===== config.mk =====
export PLATFORM = sky130hd
export DESIGN_NAME = dpf_port_ctrl
export DESIGN_NICKNAME = d
export VERILOG_FILES = /design/src/logic/dpf_pkg.sv /design/src/logic/dpf_stream_if.sv /design/src/logic/dpf_fifo.sv /design/src/logic/dpf_port_ctrl.sv
export SDC_FILE = /design/constraint.sdc
export NUM_CORES = 2
export LEC_CHECK = 0
export ABC_AREA = 1
export BUFFER_PORTS_ARGS = -buffer_cell sky130_fd_sc_hd__buf_2
export CAP_MARGIN = 20
export CELL_PAD_IN_SITES_DETAIL_PLACEMENT = 0
export CELL_PAD_IN_SITES_GLOBAL_PLACEMENT = 2
export CORE_UTILIZATION = 45
export DETAILED_ROUTE_END_ITERATION = 10
export GPL_TIMING_DRIVEN = 1
export PLACE_DENSITY = 0.82
export REMOVE_ABC_BUFFERS = 1
export SYNTH_ARGS = -nofsm -noshare
export SYNTH_HDL_FRONTEND = slang
export SYNTH_SLANG_ARGS = --single-unit

===== constraint.sdc =====
create_clock -name mclk_i -period 10.3 [get_ports mclk_i]
set_input_delay 2.06 -clock mclk_i [delete_from_list [all_inputs] [get_ports mclk_i]]
set_output_delay 2.06 -clock mclk_i [all_outputs]
set_load 0.01 [all_outputs]

===== src/logic/dpf_pkg.sv =====
package dpf_pkg;
	localparam int DATA_W = 36;
	localparam int FIFO_DEPTH = 32;
	localparam int OFFSET_W = 10;
	// bit positions of the control pins inside the synchronised pin vector
	localparam int PIN_PORT_A_CLOCK = 0;
	localparam int PIN_PORT_B_CLOCK = 1;
	localparam int PIN_ENA = 2;
	localparam int PIN_ENB = 3;
	localparam int PIN_CSA = 4;
	localparam int PIN_CSB = 5;
	localparam int PIN_DIRA = 6;
	localparam int PIN_DIRB = 7;
	localparam int PIN_MBA = 8;
	localparam int PIN_MBB = 9;
	localparam int PIN_RS1 = 10;
	localparam int PIN_RS2 = 11;
	localparam int PIN_PRS = 12;
	localparam int PIN_SEN = 13;
	localparam int PIN_SD = 14;
	localparam int PIN_SPM = 15;
	localparam int PIN_BM = 16;
	localparam int PIN_SIZE = 17;
	localparam int PIN_BE = 18;
	localparam int PIN_CTRL_W = 19;
	// chip selects and the three resets idle high, so they reset high
	localparam logic [18:0] CTRL_RESET = 19'h01C30;
	// preset offsets and the offset-select codes that pick them
	localparam int PRESET_SMALL = 8;
	localparam int PRESET_MID = 16;
	localparam int PRESET_LARGE = 64;
	localparam logic [1:0] SEL_PARALLEL = 2'h0;
	localparam logic [1:0] SEL_SMALL = 2'h1;
	localparam logic [1:0] SEL_MID = 2'h2;
	// port b lane widths and index of the last lane per bus size
	localparam logic [5:0] LANE_W_WORD = 6'h12;
	localparam logic [5:0] LANE_W_BYTE = 6'h09;
	localparam logic [1:0] LAST_LANE_LONG = 2'h0;
	localparam logic [1:0] LAST_LANE_WORD = 2'h1;
	localparam logic [1:0] LAST_LANE_BYTE = 2'h3;
	typedef enum logic [2:0] {
		PROG_RESET,
		PROG_SERIAL,
		PROG_PAR_X,
		PROG_PAR_Y,
		PROG_DONE
	} dpf_prog_type;
	typedef struct packed {
		logic narrow;
		logic byte_sz;
		logic big;
	} dpf_cfg_type;
	localparam dpf_cfg_type CFG_RESET = 3'h0;
endpackage


===== src/logic/dpf_stream_if.sv =====
interface dpf_stream_if #(
	parameter int WIDTH = 36
) ();
	logic wr_valid;
	logic wr_ready;
	logic [WIDTH-1:0] wr_data;
	logic rd_valid;
	logic rd_ready;
	logic [WIDTH-1:0] rd_data;
	modport fifo (input wr_valid, input wr_data, input rd_ready,
		output wr_ready, output rd_valid, output rd_data);
	modport fill (output wr_valid, output wr_data, input wr_ready);
	modport drain (input rd_valid, input rd_data, output rd_ready);
endinterface


===== src/logic/dpf_fifo.sv =====
module dpf_fifo #(
	parameter int WIDTH = dpf_pkg::DATA_W,
	parameter int DEPTH = dpf_pkg::FIFO_DEPTH
) (
	input wire logic mclk_i,
	input wire logic rst_i,
	input wire logic clear_i,
	dpf_stream_if.fifo bus
);
	localparam int AW = $clog2(DEPTH);

	generate
		if (DEPTH < 2 || (1 << AW) != DEPTH) begin : g_bad_depth
			$error("dpf_fifo depth must be a power of two, at least 2");
		end
	endgenerate

	logic [WIDTH-1:0] mem [DEPTH];
	logic [AW:0] wptr;
	logic [AW:0] rptr;
	logic [AW:0] next_wptr;
	logic [AW:0] next_rptr;
	logic push;
	logic pop;

	// extra pointer bit tells full from empty when the low bits meet
	assign bus.wr_ready = (wptr[AW] == rptr[AW]) || (wptr[AW-1:0] != rptr[AW-1:0]);
	assign bus.rd_valid = (wptr != rptr);
	assign bus.rd_data = mem[rptr[AW-1:0]];
	assign push = bus.wr_valid && bus.wr_ready && !clear_i;
	assign pop = bus.rd_ready && bus.rd_valid && !clear_i;

	// pointer advance, clear returns both to the first location
	always_comb begin
		next_wptr = wptr;
		next_rptr = rptr;
		if (clear_i) begin
			next_wptr = '0;
			next_rptr = '0;
		end else begin
			if (push)
				next_wptr = wptr + 1'b1;
			if (pop)
				next_rptr = rptr + 1'b1;
		end
	end

	always_ff @(posedge mclk_i) begin
		if (rst_i) begin
			wptr <= '0;
			rptr <= '0;
		end else begin
			wptr <= next_wptr;
			rptr <= next_rptr;
		end
	end

	// storage has no reset, it is never read while empty
	always_ff @(posedge mclk_i) begin
		if (push)
			mem[wptr[AW-1:0]] <= bus.wr_data;
	end

	chk_fifo_count_bound: assert property (@(posedge mclk_i) disable iff (rst_i)
		(AW+1)'(wptr - rptr) <= (AW+1)'(DEPTH))
		else $error("fifo holds more words than its depth");
endmodule // dpf_fifo


===== src/logic/dpf_port_ctrl.sv =====
// What this block does
// - port A edge transfers only with port A qualify high
// - port B edge transfers only with port B qualify high
// - write flag updates on port A edges, full or space-left per timing mode
// - during full reset, offset selects and serial select pick offset method
// - serial mode: each port A edge with enable low shifts one bit in
// - serial order: almost-full MSB first, almost-empty LSB last
// - port A mailbox select routes port A access to a mailbox
// - port B mailbox select shows mailbox one, else FIFO data
// - mailbox one write drops its flag; writes ignored while flag low
// - mailbox one flag rises on port B mailbox read or reset
// - mailbox two write from port B drops its flag; writes blocked while low
// - mailbox two flag rises on port A mailbox read or reset
// - both full resets low: clear pointers and zero port B output
// - rising first full reset latches method, preset, bus size, byte order
// - partial reset clears pointers and output, keeps configuration
// - narrowed bus: size high gives 9 bits, low gives 18 bits
// - serial select low picks serial load, high picks parallel or preset
// - port A direction high writes, low reads; outputs float while high
// - port B direction low writes, high reads; outputs float while low
// - chip select low needed for transfers; outputs float while high
// - narrowing low gives full 36 bits, high enables narrow sizes
// - byte order in reset: high big-endian; later selects timing mode
module dpf_port_ctrl #(
	parameter int DATA_W = dpf_pkg::DATA_W,
	parameter int DEPTH = dpf_pkg::FIFO_DEPTH,
	parameter int OFFSET_W = dpf_pkg::OFFSET_W
) (
	input wire logic mclk_i,
	input wire logic rst_i,
	input wire logic port_a_clock_i,
	input wire logic port_b_clock_i,
	input wire logic port_a_qualify_i,
	input wire logic port_b_qualify_i,
	input wire logic port_a_chip_select_n_i,
	input wire logic port_b_chip_select_n_i,
	input wire logic port_a_direction_i,
	input wire logic port_b_direction_i,
	input wire logic port_a_mailbox_select_i,
	input wire logic port_b_mailbox_select_i,
	input wire logic full_reset_first_n_i,
	input wire logic full_reset_second_n_i,
	input wire logic partial_clear_n_i,
	input wire logic offset_select_hi_serial_enable_i,
	input wire logic offset_select_lo_serial_bit_i,
	input wire logic serial_offset_program_select_i,
	input wire logic bus_narrowing_select_i,
	input wire logic bus_size_select_i,
	input wire logic byte_order_select_i,
	input wire logic [DATA_W-1:0] port_a_data_i,
	input wire logic [DATA_W-1:0] port_b_data_i,
	output logic [DATA_W-1:0] port_a_data_o,
	output logic port_a_data_oe_n_o,
	output logic [DATA_W-1:0] port_b_data_o,
	output logic port_b_data_oe_n_o,
	output logic full_or_write_space_flag_o,
	output logic mailbox_one_pending_n_o,
	output logic mailbox_two_pending_n_o,
	output logic [OFFSET_W-1:0] almost_full_offset_o,
	output logic [OFFSET_W-1:0] almost_empty_offset_o,
	output logic fall_through_timing_o
);
	localparam int CW = dpf_pkg::PIN_CTRL_W;
	localparam int PIN_W = CW + 2 * DATA_W;
	localparam int CNT_W = $clog2(2 * OFFSET_W + 1);
	localparam logic [PIN_W-1:0] PIN_RESET = PIN_W'(dpf_pkg::CTRL_RESET);

	generate
		if (DATA_W != 36 || OFFSET_W < 7) begin : g_bad_cfg
			$error("dpf_port_ctrl needs 36 data bits and offsets of 7 bits or more");
		end
	endgenerate

	logic [PIN_W-1:0] pin_raw;
	logic [PIN_W-1:0] pin_s;
	assign pin_raw = {port_b_data_i, port_a_data_i, byte_order_select_i, bus_size_select_i,
		bus_narrowing_select_i, serial_offset_program_select_i, offset_select_lo_serial_bit_i,
		offset_select_hi_serial_enable_i, partial_clear_n_i, full_reset_second_n_i,
		full_reset_first_n_i, port_b_mailbox_select_i, port_a_mailbox_select_i,
		port_b_direction_i, port_a_direction_i, port_b_chip_select_n_i,
		port_a_chip_select_n_i, port_b_qualify_i, port_a_qualify_i, port_b_clock_i,
		port_a_clock_i};

	// two-flop synchroniser per pin; data shares the clocks' latency so stays aligned
	for (genvar i = 0; i < PIN_W; i++) begin : g_sync
		logic meta;
		logic sync;
		always_ff @(posedge mclk_i) begin
			if (rst_i) begin
				meta <= PIN_RESET[i];
				sync <= PIN_RESET[i];
			end else begin
				meta <= pin_raw[i];
				sync <= meta;
			end
		end
		assign pin_s[i] = sync;
	end

	logic clk_a_s, clk_b_s, ena_s, enb_s, csa_s, csb_s, dira_s, dirb_s;
	logic mba_s, mbb_s, rs1_s, rs2_s, prs_s, sen_s, sd_s, spm_s, bm_s, size_s, be_s;
	logic [DATA_W-1:0] a_data;
	logic [DATA_W-1:0] b_data;
	assign clk_a_s = pin_s[dpf_pkg::PIN_PORT_A_CLOCK];
	assign clk_b_s = pin_s[dpf_pkg::PIN_PORT_B_CLOCK];
	assign ena_s = pin_s[dpf_pkg::PIN_ENA];
	assign enb_s = pin_s[dpf_pkg::PIN_ENB];
	assign csa_s = pin_s[dpf_pkg::PIN_CSA];
	assign csb_s = pin_s[dpf_pkg::PIN_CSB];
	assign dira_s = pin_s[dpf_pkg::PIN_DIRA];
	assign dirb_s = pin_s[dpf_pkg::PIN_DIRB];
	assign mba_s = pin_s[dpf_pkg::PIN_MBA];
	assign mbb_s = pin_s[dpf_pkg::PIN_MBB];
	assign rs1_s = pin_s[dpf_pkg::PIN_RS1];
	assign rs2_s = pin_s[dpf_pkg::PIN_RS2];
	assign prs_s = pin_s[dpf_pkg::PIN_PRS];
	assign sen_s = pin_s[dpf_pkg::PIN_SEN];
	assign sd_s = pin_s[dpf_pkg::PIN_SD];
	assign spm_s = pin_s[dpf_pkg::PIN_SPM];
	assign bm_s = pin_s[dpf_pkg::PIN_BM];
	assign size_s = pin_s[dpf_pkg::PIN_SIZE];
	assign be_s = pin_s[dpf_pkg::PIN_BE];
	assign a_data = pin_s[CW +: DATA_W];
	assign b_data = pin_s[CW + DATA_W +: DATA_W];

	logic clk_a_d, clk_b_d, rs1_d;
	logic a_rise, b_rise, rs1_rise, a_sel, b_sel, a_write, a_read, b_write, b_read;
	logic ptr_clear;
	// edge strobes and qualified accesses per port
	assign a_rise = clk_a_s && !clk_a_d;
	assign b_rise = clk_b_s && !clk_b_d;
	assign rs1_rise = rs1_s && !rs1_d;
	assign a_sel = a_rise && ena_s && !csa_s;
	assign b_sel = b_rise && enb_s && !csb_s;
	assign a_write = a_sel && dira_s;
	assign a_read = a_sel && !dira_s;
	assign b_write = b_sel && !dirb_s;
	assign b_read = b_sel && dirb_s;
	// both full resets low, or partial reset low, empty the FIFO
	assign ptr_clear = (!rs1_s && !rs2_s) || !prs_s;

	dpf_pkg::dpf_cfg_type cfg, next_cfg;
	dpf_pkg::dpf_prog_type prog, next_prog;
	logic [OFFSET_W-1:0] af_off, ae_off, next_af, next_ae;
	logic [CNT_W-1:0] bit_cnt, next_bits;

	// configuration latch and offset programming
	always_comb begin
		next_cfg = cfg;
		next_prog = prog;
		next_af = af_off;
		next_ae = ae_off;
		next_bits = bit_cnt;
		if (!rs1_s) begin
			next_prog = dpf_pkg::PROG_RESET;
		end else if (rs1_rise) begin
			next_cfg = '{narrow: bm_s, byte_sz: size_s, big: be_s};
			next_bits = '0;
			if (!spm_s) begin
				next_prog = dpf_pkg::PROG_SERIAL;
			end else begin
				next_prog = dpf_pkg::PROG_DONE;
				case ({sen_s, sd_s})
					dpf_pkg::SEL_PARALLEL: next_prog = dpf_pkg::PROG_PAR_X;
					dpf_pkg::SEL_SMALL: begin
						next_af = OFFSET_W'(dpf_pkg::PRESET_SMALL);
						next_ae = OFFSET_W'(dpf_pkg::PRESET_SMALL);
					end
					dpf_pkg::SEL_MID: begin
						next_af = OFFSET_W'(dpf_pkg::PRESET_MID);
						next_ae = OFFSET_W'(dpf_pkg::PRESET_MID);
					end
					default: begin
						next_af = OFFSET_W'(dpf_pkg::PRESET_LARGE);
						next_ae = OFFSET_W'(dpf_pkg::PRESET_LARGE);
					end
				endcase
			end
		end else if (prs_s) begin
			case (prog)
				dpf_pkg::PROG_SERIAL: begin
					// shifting through both registers puts the first bit at the top
					if (a_rise && !sen_s) begin
						{next_af, next_ae} = {af_off[OFFSET_W-2:0], ae_off, sd_s};
						next_bits = CNT_W'(bit_cnt + 1'b1);
						if (bit_cnt == CNT_W'(2 * OFFSET_W - 1))
							next_prog = dpf_pkg::PROG_DONE;
					end
				end
				dpf_pkg::PROG_PAR_X: begin
					if (a_write && !mba_s) begin
						next_ae = a_data[OFFSET_W-1:0];
						next_prog = dpf_pkg::PROG_PAR_Y;
					end
				end
				dpf_pkg::PROG_PAR_Y: begin
					if (a_write && !mba_s) begin
						next_af = a_data[OFFSET_W-1:0];
						next_prog = dpf_pkg::PROG_DONE;
					end
				end
				default: begin
				end
			endcase
		end
	end

	always_ff @(posedge mclk_i) begin
		if (rst_i) begin
			cfg <= dpf_pkg::CFG_RESET;
			prog <= dpf_pkg::PROG_RESET;
			af_off <= '0;
			ae_off <= '0;
			bit_cnt <= '0;
		end else begin
			cfg <= next_cfg;
			prog <= next_prog;
			af_off <= next_af;
			ae_off <= next_ae;
			bit_cnt <= next_bits;
		end
	end
	assign almost_full_offset_o = af_off;
	assign almost_empty_offset_o = ae_off;

	logic [DATA_W-1:0] lane_mask;
	logic [5:0] lane_w;
	logic [1:0] last_lane;
	logic [1:0] sub, next_sub;
	logic [1:0] lane_idx;
	logic [5:0] shamt;
	// lane layout of port b: long word, word or byte
	always_comb begin
		lane_w = dpf_pkg::LANE_W_WORD;
		last_lane = dpf_pkg::LAST_LANE_LONG;
		lane_mask = '1;
		if (cfg.narrow) begin
			lane_w = cfg.byte_sz ? dpf_pkg::LANE_W_BYTE : dpf_pkg::LANE_W_WORD;
			last_lane = cfg.byte_sz ? dpf_pkg::LAST_LANE_BYTE : dpf_pkg::LAST_LANE_WORD;
			lane_mask = ~({DATA_W{1'b1}} << lane_w);
		end
		lane_idx = cfg.big ? 2'(last_lane - sub) : sub;
		shamt = cfg.narrow ? 6'(lane_idx * lane_w) : 6'h00;
	end

	dpf_stream_if #(.WIDTH(DATA_W)) fifo_bus ();
	logic pop;
	// FIFO writes wait for offset programming; back-pressure shows on the flag
	assign fifo_bus.wr_valid = a_write && !mba_s && (prog == dpf_pkg::PROG_DONE)
		&& !ptr_clear;
	assign fifo_bus.wr_data = a_data;
	assign pop = b_read && !mbb_s && fifo_bus.rd_valid && (sub == last_lane) && !ptr_clear;
	assign fifo_bus.rd_ready = pop;

	dpf_fifo #(.WIDTH(DATA_W), .DEPTH(DEPTH)) u_fifo (
		.mclk_i(mclk_i),
		.rst_i(rst_i),
		.clear_i(ptr_clear),
		.bus(fifo_bus.fifo)
	);

	logic [DATA_W-1:0] mb1, mb2, next_mb1, next_mb2;
	logic mb1_free, mb2_free, next_mb1_free, next_mb2_free;
	logic mb1_wr, mb2_wr;
	assign mb1_wr = a_write && mba_s && mb1_free;
	assign mb2_wr = b_write && mbb_s && mb2_free;

	// mailboxes; a write only lands while the box is free, and wins over a read in the same cycle
	always_comb begin
		next_mb1 = mb1;
		next_mb2 = mb2;
		next_mb1_free = mb1_free;
		next_mb2_free = mb2_free;
		if (!rs1_s || !prs_s)
			next_mb1_free = 1'b1;
		else if (mb1_wr) begin
			next_mb1 = a_data & lane_mask;
			next_mb1_free = 1'b0;
		end else if (b_read && mbb_s)
			next_mb1_free = 1'b1;
		if (!rs2_s || !prs_s)
			next_mb2_free = 1'b1;
		else if (mb2_wr) begin
			next_mb2 = b_data & lane_mask;
			next_mb2_free = 1'b0;
		end else if (a_read && mba_s)
			next_mb2_free = 1'b1;
	end

	always_ff @(posedge mclk_i) begin
		if (rst_i) begin
			mb1 <= '0;
			mb2 <= '0;
			mb1_free <= 1'b1;
			mb2_free <= 1'b1;
		end else begin
			mb1 <= next_mb1;
			mb2 <= next_mb2;
			mb1_free <= next_mb1_free;
			mb2_free <= next_mb2_free;
		end
	end
	assign mailbox_one_pending_n_o = mb1_free;
	assign mailbox_two_pending_n_o = mb2_free;

	logic [DATA_W-1:0] b_out, next_b_out, a_out, next_a_out;
	logic flag, next_flag, a_oe_n, next_a_oe_n, b_oe_n, next_b_oe_n, ft, next_ft;
	// port outputs, enables and the write-side flag
	always_comb begin
		next_b_out = b_out;
		next_sub = sub;
		next_a_out = a_out;
		next_flag = flag;
		next_ft = ft;
		next_a_oe_n = !(!csa_s && !dira_s);
		next_b_oe_n = !(!csb_s && dirb_s);
		if (ptr_clear) begin
			next_b_out = '0;
			next_sub = '0;
		end else if (b_read && mbb_s) begin
			next_b_out = mb1 & lane_mask;
		end else if (b_read && fifo_bus.rd_valid) begin
			next_b_out = (fifo_bus.rd_data >> shamt) & lane_mask;
			next_sub = (sub == last_lane) ? 2'h0 : 2'(sub + 1'b1);
		end
		if (a_read && mba_s)
			next_a_out = mb2;
		// both modes report room to write; full and no-room coincide here
		if (a_rise)
			next_flag = fifo_bus.wr_ready && (prog == dpf_pkg::PROG_DONE) && !ptr_clear;
		if (rs1_s)
			next_ft = !be_s;
	end

	always_ff @(posedge mclk_i) begin
		if (rst_i) begin
			b_out <= '0;
			sub <= '0;
			a_out <= '0;
			flag <= 1'b0;
			ft <= 1'b0;
			a_oe_n <= 1'b1;
			b_oe_n <= 1'b1;
			clk_a_d <= 1'b0;
			clk_b_d <= 1'b0;
			rs1_d <= 1'b1;
		end else begin
			b_out <= next_b_out;
			sub <= next_sub;
			a_out <= next_a_out;
			flag <= next_flag;
			ft <= next_ft;
			a_oe_n <= next_a_oe_n;
			b_oe_n <= next_b_oe_n;
			clk_a_d <= clk_a_s;
			clk_b_d <= clk_b_s;
			rs1_d <= rs1_s;
		end
	end
	assign port_b_data_o = b_out;
	assign port_a_data_o = a_out;
	assign full_or_write_space_flag_o = flag;
	assign fall_through_timing_o = ft;
	assign port_a_data_oe_n_o = a_oe_n;
	assign port_b_data_oe_n_o = b_oe_n;

	chk_a_unqualified: assert property (@(posedge mclk_i) disable iff (rst_i)
		(!ena_s || csa_s) |-> !fifo_bus.wr_valid && !mb1_wr)
		else $error("port A moved data without qualify and select");
	chk_b_hold_idle: assert property (@(posedge mclk_i) disable iff (rst_i)
		(!b_rise || !enb_s || csb_s) && !ptr_clear |=> $stable(port_b_data_o))
		else $error("port B output changed without a qualified edge");
	chk_flag_full: assert property (@(posedge mclk_i) disable iff (rst_i)
		a_rise && !fifo_bus.wr_ready |=> !full_or_write_space_flag_o)
		else $error("write flag high while FIFO full");
	chk_serial_bit_in: assert property (@(posedge mclk_i) disable iff (rst_i)
		prog == dpf_pkg::PROG_SERIAL && rs1_s && !rs1_rise && a_rise && !sen_s
		|=> ae_off[0] == $past(sd_s) && af_off[0] == $past(ae_off[OFFSET_W-1]))
		else $error("serial bit not shifted in");
	chk_mb1_write: assert property (@(posedge mclk_i) disable iff (rst_i)
		mb1_wr && rs1_s && prs_s |=> !mailbox_one_pending_n_o ##1 $stable(mb1))
		else $error("mailbox one write not flagged or not held");
	chk_mb1_release: assert property (@(posedge mclk_i) disable iff (rst_i)
		(b_read && mbb_s && !mb1_wr) || !prs_s |=> mailbox_one_pending_n_o)
		else $error("mailbox one flag not released");
	chk_mb2_write: assert property (@(posedge mclk_i) disable iff (rst_i)
		!mailbox_two_pending_n_o |-> !mb2_wr ##1 $stable(mb2))
		else $error("mailbox two overwritten while pending");
	chk_mb2_release: assert property (@(posedge mclk_i) disable iff (rst_i)
		(a_read && mba_s && !mb2_wr) || !rs2_s |=> mailbox_two_pending_n_o)
		else $error("mailbox two flag not released");
	chk_clear_zero: assert property (@(posedge mclk_i) disable iff (rst_i)
		ptr_clear |=> port_b_data_o == '0 && !fifo_bus.rd_valid)
		else $error("clear left data behind");
	chk_partial_keeps: assert property (@(posedge mclk_i) disable iff (rst_i)
		!prs_s && rs1_s |=> $stable(af_off) && $stable(ae_off) && $stable(cfg))
		else $error("partial reset disturbed configuration");
	chk_cfg_latch: assert property (@(posedge mclk_i) disable iff (rst_i)
		rs1_rise |=> cfg.narrow == $past(bm_s) && cfg.big == $past(be_s))
		else $error("bus configuration not latched");
	chk_b_float: assert property (@(posedge mclk_i) disable iff (rst_i)
		(!dirb_s || csb_s) |=> port_b_data_oe_n_o)
		else $error("port B driven while writing or deselected");
endmodule // dpf_port_ctrl


# Yosys cells after proc, flatten, opt, wreduce, memory -nomap -nowiden

Memories as Yosys holds them, arrays and structs flattened. A register that Yosys moved wholly into a read port is not among the register bits.
Index checks and enable logic that the tools add are counted.

Add/subtract/negate cells: 5
Multipliers: 1
Equal/unequal tests: 17
Shifts and indexed selects: 2
Mux-type cells: 42
Bitwise operators: 9
Reductions and logical operators: 78

Operators by type and width:

| kind                                                                 | count |
|---|---|
| 36-bit bitwise AND                                                   | 4 |
| 36-bit two-way mux                                                   | 3 |
| 10-bit two-way mux                                                   | 8 |
| 5-bit two-way mux                                                    | 8 |
| 10-bit one-hot mux with 2 select lines                               | 2 |
| 36-bit inverter                                                      | 1 |
| 36-bit by 5-bit << shifter with 36-bit output (first input constant) | 1 |
| 36-bit by 6-bit right shift with 36-bit output                       | 1 |
| 1-bit logical AND                                                    | 35 |
| 10-bit one-hot mux with 3 select lines                               | 1 |
| 3-bit two-way mux                                                    | 8 |
| 1-bit zero test                                                      | 17 |
| 7-bit AND reduction                                                  | 2 |
| 6-bit by 1-bit adder with 6-bit output (second input constant)       | 2 |
| 3-bit != test (second input constant)                                | 4 |
| 2-bit nonzero test                                                   | 6 |
| 3-bit one-hot mux with 3 select lines                                | 1 |
| 2-bit two-way mux                                                    | 4 |
| 2-bit AND reduction                                                  | 4 |
| 2-bit OR reduction                                                   | 4 |
| 3-bit by 2-bit == test with 1-bit output (second input constant)     | 2 |
| 2-bit by 6-bit multiplier with 6-bit output                          | 1 |
| 1-bit two-way mux                                                    | 6 |
| 6-bit two-way mux                                                    | 1 |
| 20 further kinds                                                     | 28 |

Flip-flop bits (word level): 380
Memory bits (writable): 1,152
Word-level logic and storage cells: 360
Memories kept: 1

Memory list:

| name       | words | bits a word | read ports | clocked after memory_dff | wr ports | line           | RTL |
|---|---|---|---|---|---|---|---|
| u_fifo.mem | 32    | 36          | 1          | 1                        | 1        | dpf_fifo.sv:18 | `logic [WIDTH-1:0] mem [DEPTH];` |

# Longest topological paths before layout

Depth in word-level cells: 13
Gate-level depth with buffers: 22
Mapped depth without buffers: 19

# Cells and area by module

Synthesis repeated with hierarchy kept, for this count alone.

Cell total of the unflattened synthesis: 5,923
Area, all modules: 61,630.4 sq um

Modules (own cells, without submodules):

| module        | instances | cells each | area each (sq um) | sequential area each (sq um) |
|---|---|---|---|---|
| dpf_fifo      | 1         | 3,958      | 47,206.5          | 34,933.5 |
| dpf_port_ctrl | 1         | 1,965      | 14,423.8          | 7,367.1 |

# Worst setup path after synthesis

Ideal clock, no wire load.

Path kind: reg2reg
Start point: register u_fifo.wptr[4]
End point: memory u_fifo.mem[19][0] (enable)
Library setup time: 0.474 ns
Arrival time: 4.126 ns
Slack: 5.700 ns
Stages on the path, launching flop included: 15
Cells stage by stage: dfxtp_1 buf_4 inv_1 nand2_1 o21ai_0 nor2_1 nand3_1 nor3_1 a21oi_1 nand2_1 nor2_1 nand2_1 inv_1 nand2_1 nor3_1

Cells in the longest elaborated chain, start to end: 6

Ends and longest elaborated chain:

| item                                    | line           | RTL |
|---|---|---|
| start, declared                         | dpf_fifo.sv:19 | `logic [AW:0] wptr;` |
| start signal, assigned                  | dpf_fifo.sv:53 | `wptr <= next_wptr;` |
| 5-bit != test                           | dpf_fifo.sv:27 | `assign bus.wr_ready = (wptr[AW] == rptr[AW]) \|\| (wptr[AW-1:0] != rptr[AW-1:0]);` |
| 1-bit logical OR                        | dpf_fifo.sv:27 |  |
| 1-bit logical AND (2 in a row)          | dpf_fifo.sv:30 | `assign push = bus.wr_valid && bus.wr_ready && !clear_i;` |
| 1-bit two-way mux                       | dpf_fifo.sv:60 | `if (push)` |
| 1-bit two-way mux (implied by the code) | dpf_fifo.sv:61 | `mem[wptr[AW-1:0]] <= bus.wr_data;` |
| end, declared                           | dpf_fifo.sv:18 |  |

Parallel ways exist; a longest one is shown, timed or not.

# Final worst setup path

Start point: register cfg[2] (netlist bit)
End point: register b_out[9], in the netlist port_b_data_o[9]

Cells in the longest elaborated chain, start to end: 9
Elaborated cells between the ends (all ways): 12
Classes of those cells: 1 x add/sub; 1 x mul; 1 x shift; 7 x mux; 2 x bitwise

Ends and longest elaborated chain:

| item                                           | line                 | RTL |
|---|---|---|
| start, declared                                | dpf_port_ctrl.sv:142 | `dpf_pkg::dpf_cfg_type cfg, next_cfg;` |
| start signal, assigned                         | dpf_port_ctrl.sv:210 | `cfg <= dpf_pkg::CFG_RESET;` |
| start signal, assigned                         | dpf_port_ctrl.sv:216 | `cfg <= next_cfg;` |
| 2-bit two-way mux                              | dpf_port_ctrl.sv:237 | `if (cfg.narrow) begin` |
| 2-bit subtractor                               | dpf_port_ctrl.sv:242 | `lane_idx = cfg.big ? 2'(last_lane - sub) : sub;` |
| 2-bit two-way mux                              | dpf_port_ctrl.sv:242 |  |
| 2-bit by 6-bit multiplier with 6-bit output    | dpf_port_ctrl.sv:243 | `shamt = cfg.narrow ? 6'(lane_idx * lane_w) : 6'h00;` |
| 6-bit two-way mux                              | dpf_port_ctrl.sv:243 |  |
| 36-bit by 6-bit right shift with 36-bit output | dpf_port_ctrl.sv:323 | `next_b_out = (fifo_bus.rd_data >> shamt) & lane_mask;` |
| 36-bit bitwise AND                             | dpf_port_ctrl.sv:323 |  |
| 36-bit two-way mux                             | dpf_port_ctrl.sv:322 | `end else if (b_read && fifo_bus.rd_valid) begin` |
| 36-bit two-way mux *                           | dpf_port_ctrl.sv:320 | `end else if (b_read && mbb_s) begin` |
| end signal, assigned                           | dpf_port_ctrl.sv:348 | `b_out <= next_b_out;` |
| end, declared                                  | dpf_port_ctrl.sv:306 | `logic [DATA_W-1:0] b_out, next_b_out, a_out, next_a_out;` |

Every way passes the cells marked *; elsewhere a longest branch is shown, timed or not. The select of a mux whose other input is x is not followed.
A chain may end at the register's enable or synchronous reset.

==> reports/metrics.yaml <==
status: "complete, no violations"
drc_errors: 0
synth.avg_cell_area_um2: 10.7
power_density_nw_per_um2: 187
hold_viol_final: 0
seq_area_frac_synth_pct: 69.3
fp.dieArea_um2: 137000
hold_class: "register to register"
drt_wl_total_um: 184000
dp_cells: 7376
ys_warn_count: 0
rsz0062_at_grt: "no"
p_leak_nw: 25.9
required_ps: 10960
place_worst_setup_slack_ps: 5650
routabilityCongestion: 0.895
drv_cap: 0
cts_setup_buffers: 0
cts_resized: 0
path_clk_slew_ps: 60
report.final.slew_viol_count: 0
grt.total_usage_pct: 26.7
dpl.hpwl_um: 96500
ctsHtreeMaxLevel: 4
drt_iter0_markers: 4274
grt-ovfl-total: 0
clock_latency_ps: 820
cts_tree: "yes"
first_global_vias: 40200
finalClockSkew_ps: 28.5
core_region_area_um2: 134000
grt_antenna_before_repair: 1
ant_nets: 0
layout-drive-gt1-share_pct: 10.3
grt_max_degree: 188
numCtsBuffers: 163
synthArstFlopShare_pct: 0
start_kind: "register"
vdd_ir_drop_max_uv: 146
n_antenna_cell: 0
path_max_fanout: 29
synth_ff_type: "edfxtp_1"
wl_per_cell_um: 23.9
ys_types: 40
fmaxAchievable_ghz: 0.209
cts_sinks: 1537
synth_seq_cells: 1537
tightest_slew_ps: 1120
post-route-period-util_pct: 46.4
synth-edff-count: 1152
ioPinCount: 191
period_needed_ps: 4780
synthToLayoutAreaGrowth_pct: 13.1
die_w_um: 370
worst-setup-path-type: "register to register"
clk_path_buf_depth: 3
nets: 5892
cts_root_buffer: "clkbuf_16"
vias_per_cell: 5.53
cp.arrival_ps: 5440
critPathCaptureType: "register"
rows: 134
synth_cells: 5687
grt_pass1_wl_um: 269000
hold_ws_ps: 397
final_cell_count_no_fill: 7696
fp.dieH_um: 370
setup_violations: 0
relSlewSlack_pct: 25.3
initial_utilization_pct: 45.6
syn_area_um2: 61000
setup_ws_ps: 5520
numPortBuffers: 190
hold_buffers: 0
drt_pass1_iterations: 6
vias: 42600
n_fill_cell: 12000
-- area by class of cell --
cell class	instances	area (um^2)	share of cell area, %
Clock buffer	224	4510	6.54
Clock inverter	82	832	1.20
Inverter	268	1030	1.49
Multi-Input combinational cell	3520	16100	23.3
Sequential cell	1537	42300	61.3
Tap cell	1768	2210	3.20
Timing Repair Buffer	297	2090	3.03
-- report_power, final --
part	internal (mW)	switching, mW	leakage (nW)
combinational	0.116	0.215	9.54
sequential	6.70	0.0617	13.7
clock	3.35	2.48	2.62
-- worst paths after layout --
check | start | end | slack [ps] | cells past startpoint
min reg2reg | g_sync[86].meta$_SDFF_PP0_ | g_sync[86].sync$_SDFF_PP0_ | 400 | 2
min | g_sync[86].meta$_SDFF_PP0_ | g_sync[86].sync$_SDFF_PP0_ | 400 | 2
max reg2reg | cfg[2]$_SDFFE_PP0P_ | port_b_data_o[9]$_SDFFE_PP0P_ | 5520 | 20
max | cfg[2]$_SDFFE_PP0P_ | port_b_data_o[9]$_SDFFE_PP0P_ | 5520 | 20
-- kinds of logic after synthesis --
family | after synthesis | synth area share [%]
buffers and inverters | 630 | 4.85
AO/OA/AOI/OAI | 590 | 5.41
AND/OR/NAND/NOR | 2913 | 20.1
XOR/XNOR | 5 | 0.0717
adder cells (fa/ha/maj) | 12 | 0.246
flip-flops | 1537 | 69.3
-- synthesized netlist by cell type (2+ instances only) --
cell type | number | area [um^2]
clkbuf_1 | 131 | 492
dfxtp_1 | 385 | 7710
nand3b_1 | 10 | 75.1
clkinv_1 | 3 | 11.3
o22ai_1 | 26 | 163
nand4_1 | 6 | 37.5
nand3_1 | 984 | 4920
xor2_1 | 3 | 26.3
o211ai_1 | 13 | 97.6
buf_8 | 2 | 30.0
edfxtp_1 | 1152 | 34600
inv_1 | 258 | 968
nor2_1 | 505 | 1900
o221ai_1 | 44 | 385
xnor2_1 | 2 | 17.5
a41oi_1 | 3 | 26.3
nand2_1 | 1374 | 5160
nor2_2 | 2 | 12.5
o21ai_0 | 286 | 1430
buf_2 | 118 | 591
buf_1 | 27 | 101
nor3b_1 | 2 | 15.0
inv_2 | 7 | 26.3
or2_2 | 14 | 87.6
buf_4 | 55 | 413
o31ai_1 | 4 | 30.0
buf_6 | 29 | 327
o32ai_1 | 2 | 17.5
ha_1 | 12 | 150
a21oi_1 | 158 | 791
o21ai_1 | 13 | 65.1
o21a_1 | 3 | 22.5
nor3_1 | 13 | 65.1
a211oi_1 | 22 | 165
a31oi_1 | 14 | 87.6
-- state kept, by name, summed over array words and instances, names as in the netlist, 2 cells and up, named ones only --
signal	count
g_sync.sync	81
u_fifo.mem	1152
u_fifo.rptr	6
almost_full_offset_o	10
u_fifo.wptr	6
cfg	3
port_a_data_o	36
prog	3
port_b_data_o	36
bit_cnt	5
mb2	36
almost_empty_offset_o	10
sub	2
mb1	36
g_sync.meta	91
-- worst max-delay path, stage by stage (launching register included) --
cell     delay [ps]
dfxtp_1         360
nand2_1          90
buf_4           360
xor2_1          250
xnor2_1          90
a21oi_1         190
nor2_1           70
ha_1            200
ha_1            310
nand2_1         680
inv_1           720
nor2_1          570
nand3_1         140
nand2_1          90
inv_1            50
nand3_1          80
nand3_1          90
nand3_1         110
nand2_1          60
nand2_1          60
a21oi_1          70
-- placed cells by master (no fill, tap or decap), drive strengths merged, types with 44 or more instances in the layout --
master     n
dfxtp    385
o21ai    300
nand3    984
buf      297
o221ai    44
clkinv    61
nand2   1374
nor2     508
a21oi    158
inv      275
edfxtp  1152
clkbuf   224
-- stage by stage --
stage          power [mW]  util (%)  instance area (um^2)  setup TNS [ps]
4_1_cts              13.0      51.3                 68700               0
2_1_floorplan        7.05         -                 59100         -543830
6_report             12.9      51.5                 69100               0
5_1_grt              13.3      51.5                 69100               0
3_3_place_gp         7.20      47.3                 63300               0
3_5_place_dp         7.21      47.3                 63300               0
-- per-layer routing --
metal  routed length, um  global-route usage, %
met1               81600                   38.0
met5                   0                      0
met2               84100                   41.8
met3               13700                   4.71
met4                4490                   7.74
Note: power is estimated with default switching activity, not from simulation.
